`src/design/csp_pkg.sv`:
```
package csp_pkg;
    // Register offsets
    localparam logic [7:0] SYS_CTRL0 = 8'h00;
    localparam logic [7:0] SYS_CTRL1 = 8'h01;
    localparam logic [7:0] SYS_CTRL2 = 8'h02;
    localparam logic [7:0] PLL_CTRL0 = 8'h03;
    localparam logic [7:0] PLL_CTRL1 = 8'h04;
    localparam logic [7:0] NOISE_CTRL0 = 8'h05;
    localparam logic [7:0] KEY_REG1 = 8'h06;
    localparam logic [7:0] KEY_REG2 = 8'h07;
    localparam logic [7:0] IDLE_RUN_EN = 8'h08;
    localparam logic [7:0] PORT_STBY_DRV0 = 8'h10;
    localparam logic [7:0] PORT_STBY_DRV1 = 8'h11;
    // Window of protected registers held outside this block
    localparam logic [1:0] EXT_PROT_HI = 2'h1;
    // Field positions
    localparam int SC0_HOSC_EN = 7;
    localparam int SC0_WARMING = 2;
    localparam int SC1_SYSCK_LOW = 0;
    localparam int SC2_HALTM_LSB = 2;
    localparam int PC0_FCSEL = 6;
    localparam int PC0_LOCKED = 5;
    localparam int PC1_PLLON = 7;
    localparam int NC0_HOSC_DRV = 0;
    localparam int NC0_LOSC_DRV = 1;
    localparam int NC0_EXT_IN = 2;
    localparam int NC0_PROTECT = 5;
    localparam int IE_TMR = 0;
    localparam int IE_SIO = 1;
    localparam int IE_ADC = 2;
    localparam int IE_WDT = 3;
    // Reset values
    localparam logic [7:0] SC0_RST = 8'h80;
    localparam logic [7:0] SC1_RST = 8'h00;
    localparam logic [7:0] SC2_RST = 8'h0c;
    localparam logic [7:0] PC0_RST = 8'h00;
    localparam logic [7:0] PC1_RST = 8'h00;
    localparam logic [7:0] NC0_RST = 8'h03;
    localparam logic [7:0] IE_RST = 8'h00;
    localparam logic [7:0] PSD_RST = 8'hff;
    // Key values
    localparam logic [7:0] KEY_A = 8'h5a;
    localparam logic [7:0] KEY_B = 8'ha5;
    // Halt mode codes
    localparam logic [1:0] HALT_IDLE_PARTIAL = 2'b11;
    localparam logic [1:0] HALT_IDLE_OSCILLATOR_ONLY = 2'b10;
    localparam logic [1:0] HALT_STOP = 2'b01;
    // Timing counts in clock cycles
    localparam logic [11:0] WARM_CYC = 12'h100;
    localparam logic [11:0] LOCK_CYC = 12'h080;
    localparam int NPORTS = 2;

    typedef enum logic [3:0] {
        M_RUN = 4'b0001,
        M_IDLE_PARTIAL = 4'b0010,
        M_IDLE_OSCILLATOR_ONLY = 4'b0100,
        M_STOP = 4'b1000
    } csp_mode_t;

    typedef enum logic [3:0] {
        K_IDLE = 4'b0001,
        K_FIRST_HALF = 4'b0010,
        K_FIRST_DONE = 4'b0100,
        K_SECOND_HALF = 4'b1000
    } csp_key_t;

    typedef struct packed {
        logic we;
        logic re;
        logic [7:0] addr;
        logic [7:0] wdata;
    } csp_bus_req_t;
endpackage : csp_pkg

```
`src/design/csp_ctrl.sv`:
```
// Local design decisions: the strobed register port and the address map.
`timescale 1ns/100ps
// Behaviour
// RULE_01: Software waits for warm-up end before moving system clock to oscillator.
// RULE_02: Lock flag rises after PLL lock time; software waits before selecting PLL.
// RULE_03: Leave PLL: clock to oscillator, stop PLL, go slow, stop oscillator.
// RULE_04: Before STOP halt with PLL, return to oscillator and stop PLL.
// RULE_05: High oscillator drive bit 0 reduces drive; resets to 1.
// RULE_06: Low oscillator drive bit 0 reduces drive; resets to 1.
// RULE_07: External input bit disables oscillator, forces output pin high; resets 0.
// RULE_08: Protected registers ignore writes while protection is on.
// RULE_09: First key is 0x5A to key register 1, then 0xA5 to 2.
// RULE_10: Second key is 0xA5 to 1, then 0x5A to 2; both toggle protection.
// RULE_11: Protection state is readable in noise control register 0.
// RULE_12: Protection is off after reset.
// RULE_13: Blocked protected write raises the violation interrupt.
// RULE_14: Halt enters idle_partial, idle_oscillator_only or stop by halt mode bits 11, 10, 01.
// RULE_15: Per-port standby drive registers reset to ones, act only in standby.
// RULE_16: Standby buffers follow prior direction and drive bit table.
// RULE_17: Idle_partial stops the CPU; each peripheral runs only if its enable set.
// RULE_18: Idle_oscillator_only keeps only oscillator, real-time clock and melody block running; the code also leaves the PLL running if enabled.
// RULE_19: Stop halts every circuit including the oscillator.
// RULE_20: Software leaves PLL registers alone while running from the slow clock.
// RULE_21: Key writes must be back to back; any other write restarts detection.
module csp_ctrl
    import csp_pkg::*;
(
    // Clock and reset
    input wire logic MCLK_I,
    input wire logic SYS_RST_I,
    // Register port
    input wire logic [7:0] ADDR_I,
    input wire logic [7:0] WDATA_I,
    input wire logic WR_I,
    input wire logic RD_I,
    output logic [7:0] RDATA_O,
    // Standby entry and release
    input wire logic HALT_I,
    input wire logic WAKE_I,
    // Oscillators and clock selection
    output logic HOSC_EN_O,
    output logic HOSC_AMP_EN_O,
    output logic HOSC_DRV_FULL_O,
    output logic LOSC_DRV_FULL_O,
    output logic OSC_OUT_HI_O,
    output logic SYSCLK_LOW_O,
    output logic PLL_ON_O,
    output logic PLL_SEL_O,
    // Protection
    output logic EXT_WE_O,
    output logic PROT_IRQ_O,
    // Run enables
    output logic CPU_RUN_O,
    output logic TMR_RUN_O,
    output logic SIO_RUN_O,
    output logic ADC_RUN_O,
    output logic WDT_RUN_O,
    output logic RTC_RUN_O,
    output logic MLD_RUN_O,
    output logic CORE_RUN_O,
    // Port pins
    input wire logic [8*NPORTS-1:0] PIN_OE_I,
    output logic [8*NPORTS-1:0] PIN_OBUF_EN_O,
    output logic [8*NPORTS-1:0] PIN_IBUF_EN_O
);
    csp_bus_req_t req;
    logic [7:0] sc0, sc1, sc2, pc1, nc0, ie;
    logic pc0_fcsel, warm_done, locked, prot_on;
    logic [7:0] psd [NPORTS];
    logic [11:0] warm_cnt, lock_cnt;
    csp_mode_t mode;
    csp_key_t key_st;
    logic [7:0] next_sc0, next_sc1, next_sc2, next_pc1, next_nc0, next_ie;
    logic next_fcsel, next_warm_done, next_locked, next_prot_on;
    logic [7:0] next_psd [NPORTS];
    logic [11:0] next_warm_cnt, next_lock_cnt;
    csp_mode_t next_mode;
    csp_key_t next_key_st;
    logic [7:0] next_rdata;
    logic prot_hit, blocked, wr_ok, hosc_live, pll_live;

    assign req = '{we: WR_I, re: RD_I, addr: ADDR_I, wdata: WDATA_I};

    always_comb begin
        prot_hit = req.we && (req.addr inside {SYS_CTRL0, SYS_CTRL1,
            SYS_CTRL2, PLL_CTRL0, PLL_CTRL1, NOISE_CTRL0}
            || req.addr[7:6] == EXT_PROT_HI);
        blocked = prot_hit && prot_on; // RULE_08
        wr_ok = req.we && !blocked;
        hosc_live = sc0[SC0_HOSC_EN] && mode != M_STOP; // RULE_19
        pll_live = pc1[PC1_PLLON] && hosc_live;
        next_sc0 = sc0;
        next_sc1 = sc1;
        next_sc2 = sc2;
        next_pc1 = pc1;
        next_nc0 = nc0;
        next_ie = ie;
        next_fcsel = pc0_fcsel;
        next_psd = psd;
        if (wr_ok) begin
            unique case (req.addr)
                SYS_CTRL0: next_sc0 = req.wdata;
                SYS_CTRL1: next_sc1 = req.wdata;
                SYS_CTRL2: next_sc2 = req.wdata;
                PLL_CTRL0: next_fcsel = req.wdata[PC0_FCSEL];
                PLL_CTRL1: next_pc1 = req.wdata;
                NOISE_CTRL0: next_nc0 = req.wdata; // RULE_05 RULE_06 RULE_07
                IDLE_RUN_EN: next_ie = req.wdata;
                PORT_STBY_DRV0: next_psd[0] = req.wdata; // RULE_15
                PORT_STBY_DRV1: next_psd[1] = req.wdata; // RULE_15
                default: ;
            endcase
        end
        // Warm-up restarts whenever the oscillator is stopped, also by STOP
        next_warm_cnt = warm_cnt;
        next_warm_done = warm_done;
        if (!hosc_live) begin
            next_warm_cnt = '0;
            next_warm_done = 1'b0;
        end else if (!warm_done) begin
            next_warm_cnt = warm_cnt + 12'h001;
            next_warm_done = (warm_cnt == WARM_CYC - 12'h001);
        end
        next_lock_cnt = lock_cnt;
        next_locked = locked;
        if (!pll_live) begin
            next_lock_cnt = '0;
            next_locked = 1'b0; // RULE_02
        end else if (!locked) begin
            next_lock_cnt = lock_cnt + 12'h001;
            next_locked = (lock_cnt == LOCK_CYC - 12'h001); // RULE_02
        end
        // Key detection; only the very next write may continue a sequence
        next_key_st = key_st;
        next_prot_on = prot_on;
        if (req.we) begin
            unique case (key_st)
                K_IDLE: next_key_st = (req.addr == KEY_REG1
                    && req.wdata == KEY_A) ? K_FIRST_HALF : K_IDLE; // RULE_09
                K_FIRST_HALF: next_key_st = (req.addr == KEY_REG2
                    && req.wdata == KEY_B) ? K_FIRST_DONE : K_IDLE; // RULE_21
                K_FIRST_DONE: next_key_st = (req.addr == KEY_REG1
                    && req.wdata == KEY_B) ? K_SECOND_HALF : K_IDLE; // RULE_10
                K_SECOND_HALF: begin
                    next_key_st = K_IDLE;
                    if (req.addr == KEY_REG2 && req.wdata == KEY_A) begin
                        next_prot_on = !prot_on; // RULE_10
                    end
                end
                default: next_key_st = K_IDLE;
            endcase
        end
        next_mode = mode;
        unique case (mode)
            M_RUN: if (HALT_I) begin
                unique case (sc2[SC2_HALTM_LSB+:2]) // RULE_14
                    HALT_IDLE_PARTIAL: next_mode = M_IDLE_PARTIAL;
                    HALT_IDLE_OSCILLATOR_ONLY: next_mode = M_IDLE_OSCILLATOR_ONLY;
                    HALT_STOP: next_mode = M_STOP;
                    default: next_mode = M_RUN;
                endcase
            end
            M_IDLE_PARTIAL, M_IDLE_OSCILLATOR_ONLY, M_STOP: if (WAKE_I) begin
                next_mode = M_RUN;
            end
            default: next_mode = M_RUN;
        endcase
        next_rdata = 8'h00;
        if (req.re) begin
            unique case (req.addr)
                SYS_CTRL0: next_rdata = {sc0[7:3], !warm_done, sc0[1:0]};
                SYS_CTRL1: next_rdata = sc1;
                SYS_CTRL2: next_rdata = sc2;
                PLL_CTRL0: next_rdata = {1'b0, pc0_fcsel, locked, 5'h00};
                PLL_CTRL1: next_rdata = pc1;
                NOISE_CTRL0: next_rdata = {nc0[7:6], prot_on,
                    nc0[4:0]}; // RULE_11
                IDLE_RUN_EN: next_rdata = ie;
                PORT_STBY_DRV0: next_rdata = psd[0];
                PORT_STBY_DRV1: next_rdata = psd[1];
                default: next_rdata = 8'h00;
            endcase
        end
    end

    always_ff @(posedge MCLK_I) begin
        if (SYS_RST_I) begin
            sc0 <= SC0_RST;
            sc1 <= SC1_RST;
            sc2 <= SC2_RST;
            pc0_fcsel <= PC0_RST[PC0_FCSEL];
            pc1 <= PC1_RST;
            nc0 <= NC0_RST; // RULE_05 RULE_06 RULE_07
            ie <= IE_RST;
            for (int i = 0; i < NPORTS; i++) begin
                psd[i] <= PSD_RST; // RULE_15
            end
            warm_cnt <= '0;
            warm_done <= 1'b0;
            lock_cnt <= '0;
            locked <= 1'b0;
            key_st <= K_IDLE;
            prot_on <= 1'b0; // RULE_12
            mode <= M_RUN;
            RDATA_O <= 8'h00;
        end else begin
            sc0 <= next_sc0;
            sc1 <= next_sc1;
            sc2 <= next_sc2;
            pc0_fcsel <= next_fcsel;
            pc1 <= next_pc1;
            nc0 <= next_nc0;
            ie <= next_ie;
            psd <= next_psd;
            warm_cnt <= next_warm_cnt;
            warm_done <= next_warm_done;
            lock_cnt <= next_lock_cnt;
            locked <= next_locked;
            key_st <= next_key_st;
            prot_on <= next_prot_on;
            mode <= next_mode;
            RDATA_O <= next_rdata;
        end
    end

    // Output stage: everything leaves from a flop, one cycle after state
    always_ff @(posedge MCLK_I) begin
        if (SYS_RST_I) begin
            HOSC_EN_O <= 1'b0;
            HOSC_AMP_EN_O <= 1'b0;
            HOSC_DRV_FULL_O <= 1'b1;
            LOSC_DRV_FULL_O <= 1'b1;
            OSC_OUT_HI_O <= 1'b0;
            SYSCLK_LOW_O <= 1'b0;
            PLL_ON_O <= 1'b0;
            PLL_SEL_O <= 1'b0;
            EXT_WE_O <= 1'b0;
            PROT_IRQ_O <= 1'b0;
            CPU_RUN_O <= 1'b0;
            TMR_RUN_O <= 1'b0;
            SIO_RUN_O <= 1'b0;
            ADC_RUN_O <= 1'b0;
            WDT_RUN_O <= 1'b0;
            RTC_RUN_O <= 1'b0;
            MLD_RUN_O <= 1'b0;
            CORE_RUN_O <= 1'b0;
        end else begin
            HOSC_EN_O <= hosc_live; // RULE_19
            HOSC_AMP_EN_O <= hosc_live && !nc0[NC0_EXT_IN]; // RULE_07
            HOSC_DRV_FULL_O <= nc0[NC0_HOSC_DRV]; // RULE_05
            LOSC_DRV_FULL_O <= nc0[NC0_LOSC_DRV]; // RULE_06
            OSC_OUT_HI_O <= nc0[NC0_EXT_IN]; // RULE_07
            SYSCLK_LOW_O <= sc1[SC1_SYSCK_LOW];
            PLL_ON_O <= pll_live;
            // Selecting an unlocked PLL would feed a wandering clock
            PLL_SEL_O <= pc0_fcsel && locked; // RULE_02
            EXT_WE_O <= wr_ok && req.addr[7:6] == EXT_PROT_HI; // RULE_08
            PROT_IRQ_O <= blocked; // RULE_13
            CPU_RUN_O <= mode == M_RUN; // RULE_17
            TMR_RUN_O <= mode == M_RUN || mode == M_IDLE_PARTIAL && ie[IE_TMR];
            SIO_RUN_O <= mode == M_RUN || mode == M_IDLE_PARTIAL && ie[IE_SIO];
            ADC_RUN_O <= mode == M_RUN || mode == M_IDLE_PARTIAL && ie[IE_ADC];
            WDT_RUN_O <= mode == M_RUN || mode == M_IDLE_PARTIAL && ie[IE_WDT];
            RTC_RUN_O <= mode != M_STOP; // RULE_18
            MLD_RUN_O <= mode != M_STOP; // RULE_18
            CORE_RUN_O <= mode == M_RUN || mode == M_IDLE_PARTIAL; // RULE_18
        end
    end

    for (genvar p = 0; p < NPORTS; p++) begin : g_port
        csp_pin_buf #(.W(8)) u_pin (
            .clk_i(MCLK_I),
            .rst_i(SYS_RST_I),
            .standby_i(mode != M_RUN), // RULE_15
            .oe_i(PIN_OE_I[8*p+:8]),
            .drive_i(psd[p]),
            .obuf_o(PIN_OBUF_EN_O[8*p+:8]),
            .ibuf_o(PIN_IBUF_EN_O[8*p+:8])
        );
    end
endmodule : csp_ctrl

```
`src/design/csp_pin_buf.sv`:
```
`timescale 1ns/100ps
module csp_pin_buf #(
    parameter int W = 8
) (
    input wire logic clk_i,
    input wire logic rst_i,
    input wire logic standby_i,
    input wire logic [W-1:0] oe_i,
    input wire logic [W-1:0] drive_i,
    output logic [W-1:0] obuf_o,
    output logic [W-1:0] ibuf_o
);
    logic [W-1:0] oe_prior;
    logic [W-1:0] next_oe_prior;
    logic [W-1:0] next_obuf;
    logic [W-1:0] next_ibuf;

    always_comb begin
        // Direction is frozen at halt entry; later changes must not leak
        next_oe_prior = standby_i ? oe_prior : oe_i;
        if (standby_i) begin
            next_obuf = oe_prior & drive_i; // RULE_16
            next_ibuf = ~oe_prior & drive_i; // RULE_16
        end else begin
            next_obuf = oe_i; // RULE_15
            next_ibuf = ~oe_i;
        end
    end

    always_ff @(posedge clk_i) begin
        if (rst_i) begin
            oe_prior <= '0;
            obuf_o <= '0;
            ibuf_o <= '0;
        end else begin
            oe_prior <= next_oe_prior;
            obuf_o <= next_obuf;
            ibuf_o <= next_ibuf;
        end
    end
endmodule : csp_pin_buf

```
`config.mk`:
```
export PLATFORM = sky130hd
export DESIGN_NAME = csp_ctrl
export DESIGN_NICKNAME = d
export VERILOG_FILES = /design/src/design/csp_pkg.sv /design/src/design/csp_ctrl.sv /design/src/design/csp_pin_buf.sv
export SDC_FILE = /design/constraint.sdc
export NUM_CORES = 1
export LEC_CHECK = 0
export ABC_AREA = 1
export BUFFER_PORTS_ARGS = -buffer_cell sky130_fd_sc_hd__buf_2
export CAP_MARGIN = 25
export CELL_PAD_IN_SITES_DETAIL_PLACEMENT = 1
export CELL_PAD_IN_SITES_GLOBAL_PLACEMENT = 1
export CORE_MARGIN = 5
export CORE_UTILIZATION = 45
export DETAILED_ROUTE_END_ITERATION = 7
export PLACE_DENSITY_LB_ADDON = 0.25
export SLEW_MARGIN = 20
export SYNTH_ARGS = -nofsm -noshare
export SYNTH_HDL_FRONTEND = slang
export SYNTH_SLANG_ARGS = --single-unit
```
`constraint.sdc`:
```
create_clock -name MCLK_I -period 2.13 [get_ports MCLK_I]
set_input_delay 0.1065 -clock MCLK_I [delete_from_list [all_inputs] [get_ports MCLK_I]]
set_output_delay 0.1065 -clock MCLK_I [all_outputs]
set_load 0.01 [all_outputs]
```
## Yosys cells after proc, flatten, opt, wreduce, memory -nomap -nowiden

Cells that the tools add are included.

- Add/sub/neg operators: 2
- Equality and inequality tests: 30
- Mux-type cells: 15
- Bitwise gates (word level): 11
- Reduce and logical (&&, ||, !) cells: 43

Operators by type and width:

| cell | count |
|---|---|
| $pmux 8 s9 | 1 |
| $and 8x8->8 | 4 |
| $eq 8x3->1 const B | 4 |
| $mux 8 | 4 |
| $not 8->8 | 4 |
| $add 12x1->12 const B | 2 |
| $pmux 4 s3 | 2 |
| $reduce_and 2->1 | 10 |
| $eq 8x2->1 const B | 2 |
| $eq 8x5->1 const B | 2 |
| $logic_and 1x1->1 | 16 |
| $eq 12x7->1 const B | 1 |
| $eq 12x8->1 const B | 1 |
| $mux 4 | 3 |
| $eq 4x1->1 const B | 2 |
| $eq 4x2->1 const B | 2 |
| $eq 4x3->1 const B | 2 |
| $eq 4x4->1 const B | 2 |
| $eq 8x1->1 const B | 1 |
| $eq 8x4->1 const B | 1 |
| $eq 8x7->1 const B | 1 |
| $eq 8x8->1 const B | 1 |
| $logic_not 8->1 | 1 |
| $pmux 4 s2 | 1 |
| other kinds (15) | 31 |

- Register bits: 173
- Input bits: 38
- Output and inout port bits: 58
- Logic and storage cells: 141

## Longest topological paths before layout

- Depth after elaboration: 8
- Depth in mapped cells: 12

## Cells and area by module

A second synthesis with hierarchy kept.

- Cell total of the unflattened synthesis: 1,112
- Area total of the unflattened synthesis: 7,731.2 sq um

By module, submodules not included:

| module | times used | cells each | area each (sq um) | seq. area each (sq um) |
|---|---|---|---|---|
| csp_ctrl | 1 | 852 | 5,929.4 | 2,462.4 |
| csp_pin_buf | 2 | 130 | 900.9 | 480.5 |

## Worst setup path after synthesis

OpenSTA, ideal clock, no wires.

- Path kind: register to register
- From: register mode[2]
- To: register g_port[0].u_pin.obuf_o[4]
- Data arrival time: 1.355 ns
- Required time: 2.044 ns
- Path slack: 0.689 ns
- Stages on the path, launching flop included: 9
- Buffers on the path: 1
- Period minus slack after synthesis: 1.441 ns
- Cells stage by stage: dfxtp_1 > nor2_1 > nand3_1 > inv_1 > buf_4 > nand2_1 > o21ai_0 > inv_1 > a211oi_1

- Word-level cells in the longest chain between the ends: 2

RTL lines:

| item | line | RTL |
|---|---|---|
| start, declared | csp_ctrl.sv:71 | `csp_mode_t mode;` |
| start signal, assigned | csp_ctrl.sv:221 | `mode <= next_mode;` |
| $ne 4x1->1 | csp_ctrl.sv:274 | `.standby_i(mode != M_RUN),` |
| $mux 8 | csp_pin_buf.sv:21 | `if (standby_i) begin` |
| end signal, assigned | csp_pin_buf.sv:37 | `obuf_o <= next_obuf;` |
| end, declared | csp_pin_buf.sv:10 | `output logic [W-1:0] obuf_o,` |

No other way between the ends.
A chain may end at the register's enable or synchronous reset.

## Worst setup path after layout

- From: register mode[2]
- To: register mode[1]

- Word-level cells in the longest chain between the ends: 4
- Elaborated cells between the ends (all ways): 9
- Those cells by class: 6 x eq/ne; 1 x mux; 2 x reduce/logical

RTL lines:

| item | line | RTL |
|---|---|---|
| $eq 4x2->1 (tied with other cells) | csp_ctrl.sv:154 | `unique case (mode)` |
| $reduce_or 3->1 | csp_ctrl.sv:154 |  |
| $ne 2x2->1 (no line) | n/a |  |
| $reduce_and 2->1 (no line) | n/a |  |

Parallel ways exist; a longest one is shown, timed or not.

==> out/metrics.csv <==
stage;metric;value;unit
run;MaxCap Viol Count;0;
route;via count;7353;
sta;final hold violations;0;
place;Placed Cells;1334;
sta;actual slew at the worst max-slew pin;501;ps
layout;Inserted Diodes;0;
critical_path;CP max FO;15;
floorplanning;Die Footprint;0.0191;mm2
sta;RSZ-0062 raised after global routing;no;
place;# port buffers;95;
place;hpwl dp;16100;um
clock_tree;Root Driver;clkbuf_16;
global_routing;pin count of the biggest net entering global routing;51;
clock_tree;CTS clk-pin slew, worst paths;60;ps
route;aggregate routed wire length;23500;um
clock_tree;CTS max path bufs;2;
yosys;Ys Warns;0;
layout;nets@finish;1195;
layout;Non-Filler Instances;1384;
critical_path;CP Capture Type;flop;
sta;Clock Skew;8.17;ps
yosys;Synth Cell Area;0.00740;mm2
global_routing;GRT Total Usage;24.3;%
floorplanning;Initial Utilization;46.2;%
sta;Tmin final;1910;ps
layout;area grow syn2layout;19.7;%
critical_path;CP delay by family, top;simple AND/OR/NAND/NOR gates;
clock_tree;CTS tree;built;
floorplanning;Die Y-Extent;138;um
yosys;sequential area share after synthesis;46.3;%
global_routing;initial antenna violation count;0;
critical_path;CP Launch Type;flop;
yosys;EDFF count, synth;0;
layout;layout cell share with drive strength beyond 1;15.2;%
critical_path;Setup CP Type;flop to flop;
sta;Slew Limit Headroom;66.3;%
clock_tree;clock buffer count from CTS;17;
critical_path;Worst EP required;2430;ps
critical_path;Buf+Inv Stages, Crit Path;2;
route;drt first pass iters;6;
route;Iter 0 DRT Violations;324;
yosys;synth top area cells;dfxtp_1 (46%), nand2_1 (11%), inv_1 (8.9%);
power;maximum VDD drop;570;uV
sta;setup TNS;0;ps
yosys;largest area contributor in the netlist;dfxtp_1;
yosys;Yosys top cell area share;46.3;%
status;status;completed;
route;number of routed nets with antenna violations;0;
floorplanning;I/O pin total;96;
global_routing;vias in the first global route;7381;
route;WL/cell;17.0;um
power;cell area power density;971;mW/mm2
yosys;post-synthesis register bit count;171;
clock_tree;worst skew pair latency;430;ps
sta;Slew Viols, Final;0;
place;Placer Congestion;0.877;
clock_tree;H-tree depth;4;
min_path;hold crit path type;primary input to flop;
yosys;top_reg_cell synth;dfxtp_1;
critical_path;worst path arrival time;2210;ps
global_routing;grt ovf;0;
critical_path;CP Cell Sequence;nor2_1 > nand3_2 > buf_4 > or2_2 > nand2_1 > inv_1 > nand2_1 > a21oi_1;
sta;period utilization;89.6;%
yosys;Synthesized Nets;1080;
route;# DRC;0;
global_routing;first-pass GRT wire length;38100;um
route;Vias per Instance;5.31;
power;Leak Pwr;0.00400;uW
clock_tree;CTS sink count;171;
floorplanning;chip width;138;um
sta;Setup-failing EPs final;0;
floorplanning;FP Rows;46;
yosys;synth unique cells;35;
critical_path;Largest stage delay, worst path;340;ps
critical_path;cell mode on critical path;nand2_1;
floorplanning;core footprint;0.0160;mm2
sta;hold slack;16.1;ps
sta;fmax;524;MHz
yosys;Avg Cell Area, Syn;7.11;um2
yosys;Synth Instances;1040;
yosys;asr flop ratio synth;0;%
critical_path;slowest stage cell, crit path;dfxtp_1;
## cells in the mapped netlist (7+ instances only)
cell type	number
nor3_1	24
clkbuf_1	18
nor2_1	134
nand2_1	213
o21ai_0	48
a21oi_1	39
a211oi_1	14
buf_2	11
nand4_1	71
inv_1	176
nand3_2	7
o22ai_1	8
nand3_1	57
dfxtp_1	171
## layout make-up
type                    instances  area (um2)
flip-flops and latches        171        3420
inverters                     183         691
fillers                      2091        7150
repair buffers                135         843
repair inverters                1        7.51
clock buffers                  20         447
multi-input cells             646        3080
clock inverters                12        90.1
well taps                     216         270
## routing by layer
| metal | track usage [%] | vias to the layer above | part of all wire [%] |
|---|---|---|---|
| li1 | - | 3555 | - |
| met1 | 30.8 | 3550 | 44 |
| met2 | 41.5 | 204 | 49 |
| met3 | 4.14 | 44 | 5.1 |
| met4 | 9.10 | 0 | 2.5 |
| met5 | 0 | - | 0 |
## kinds of logic after synthesis
family	count (synthesis)	share of synthesized area (%)
buffers and inverters	223	12.2
DFF	171	46.3
adders and majority gates	2	0.338
AOI/OAI and AO/OA	114	8.39
xor gates and xnor gates	4	0.474
and+or+nand+nor	526	32.3
## registers in the layout (all words and copies together), names as in the netlist, 12 cells and up
register / cells
warm_cnt: 12
g_port.u_pin.obuf_o: 16
lock_cnt: 12
g_port.u_pin.ibuf_o: 16
psd: 16
g_port.u_pin.oe_prior: 16
## cells in the final DEF (no fill, tap or decap), drive strengths merged
cell type,Yosys,final
nor3b,2,2
a21o,1,1
nor2,138,138
clkinvlp,0,7
o211ai,1,1
clkbuf,19,20
dfxtp,171,171
nor4,3,3
xnor2,2,2
xor2,2,2
nand3,65,65
nor3,25,25
buf,21,118
ha,2,2
o21ai,51,51
inv,179,182
dlygate4sd3,0,17
or2,5,5
a211oi,14,14
o22ai,8,8
clkinv,4,7
a21oi,39,39
nand2,217,217
nand4,71,71
## worst reg2reg max path: stages, from the launching register on
cell     delay (ps)
dfxtp_1         340
nor2_1          260
nand3_2         240
buf_4           270
or2_2           300
nand2_1         150
inv_1           100
nand2_1          70
a21oi_1          50
## worst paths after layout
| path | from | to | slack, ps | depth (start not counted) |
|---|---|---|---|---|
| max reg2reg | mode[2] | mode[1] | 220 | 8 |
| min reg2reg | sc2[3] | sc2[3] | 460 | 2 |
| max | mode[2] | mode[1] | 220 | 8 |
| min | ADDR_I[7] | EXT_WE_O | 20 | 4 |
## report_power, final
part	internal, uW	leakage (uW)	switching (uW)
Clock	1530	0.000251	1340
Sequential	3640	0.00139	141
Combinational	622	0.00235	1310
Total	5800	0.00400	2800
## per-stage QoR
stage	utilization (%)	cell area, um2	total power (uW)	setup WS, ps
after floorplan	-	7400	4920	689
after global placement	50.8	8130	5540	244
after detailed placement	50.8	8130	5610	174
after CTS	55.2	8830	8550	83.9
after global routing	55.3	8850	9030	30.4
final	55.3	8850	8600	222
## timing repair
item                       4_1_cts  5_1_grt
setup endpoints to repair        0       13
hold endpoints to repair        17        0
gates resized for setup          0        4
hold buffers                    17        0
buffers inserted                 0        0
Power figures use the tool's default switching activity.
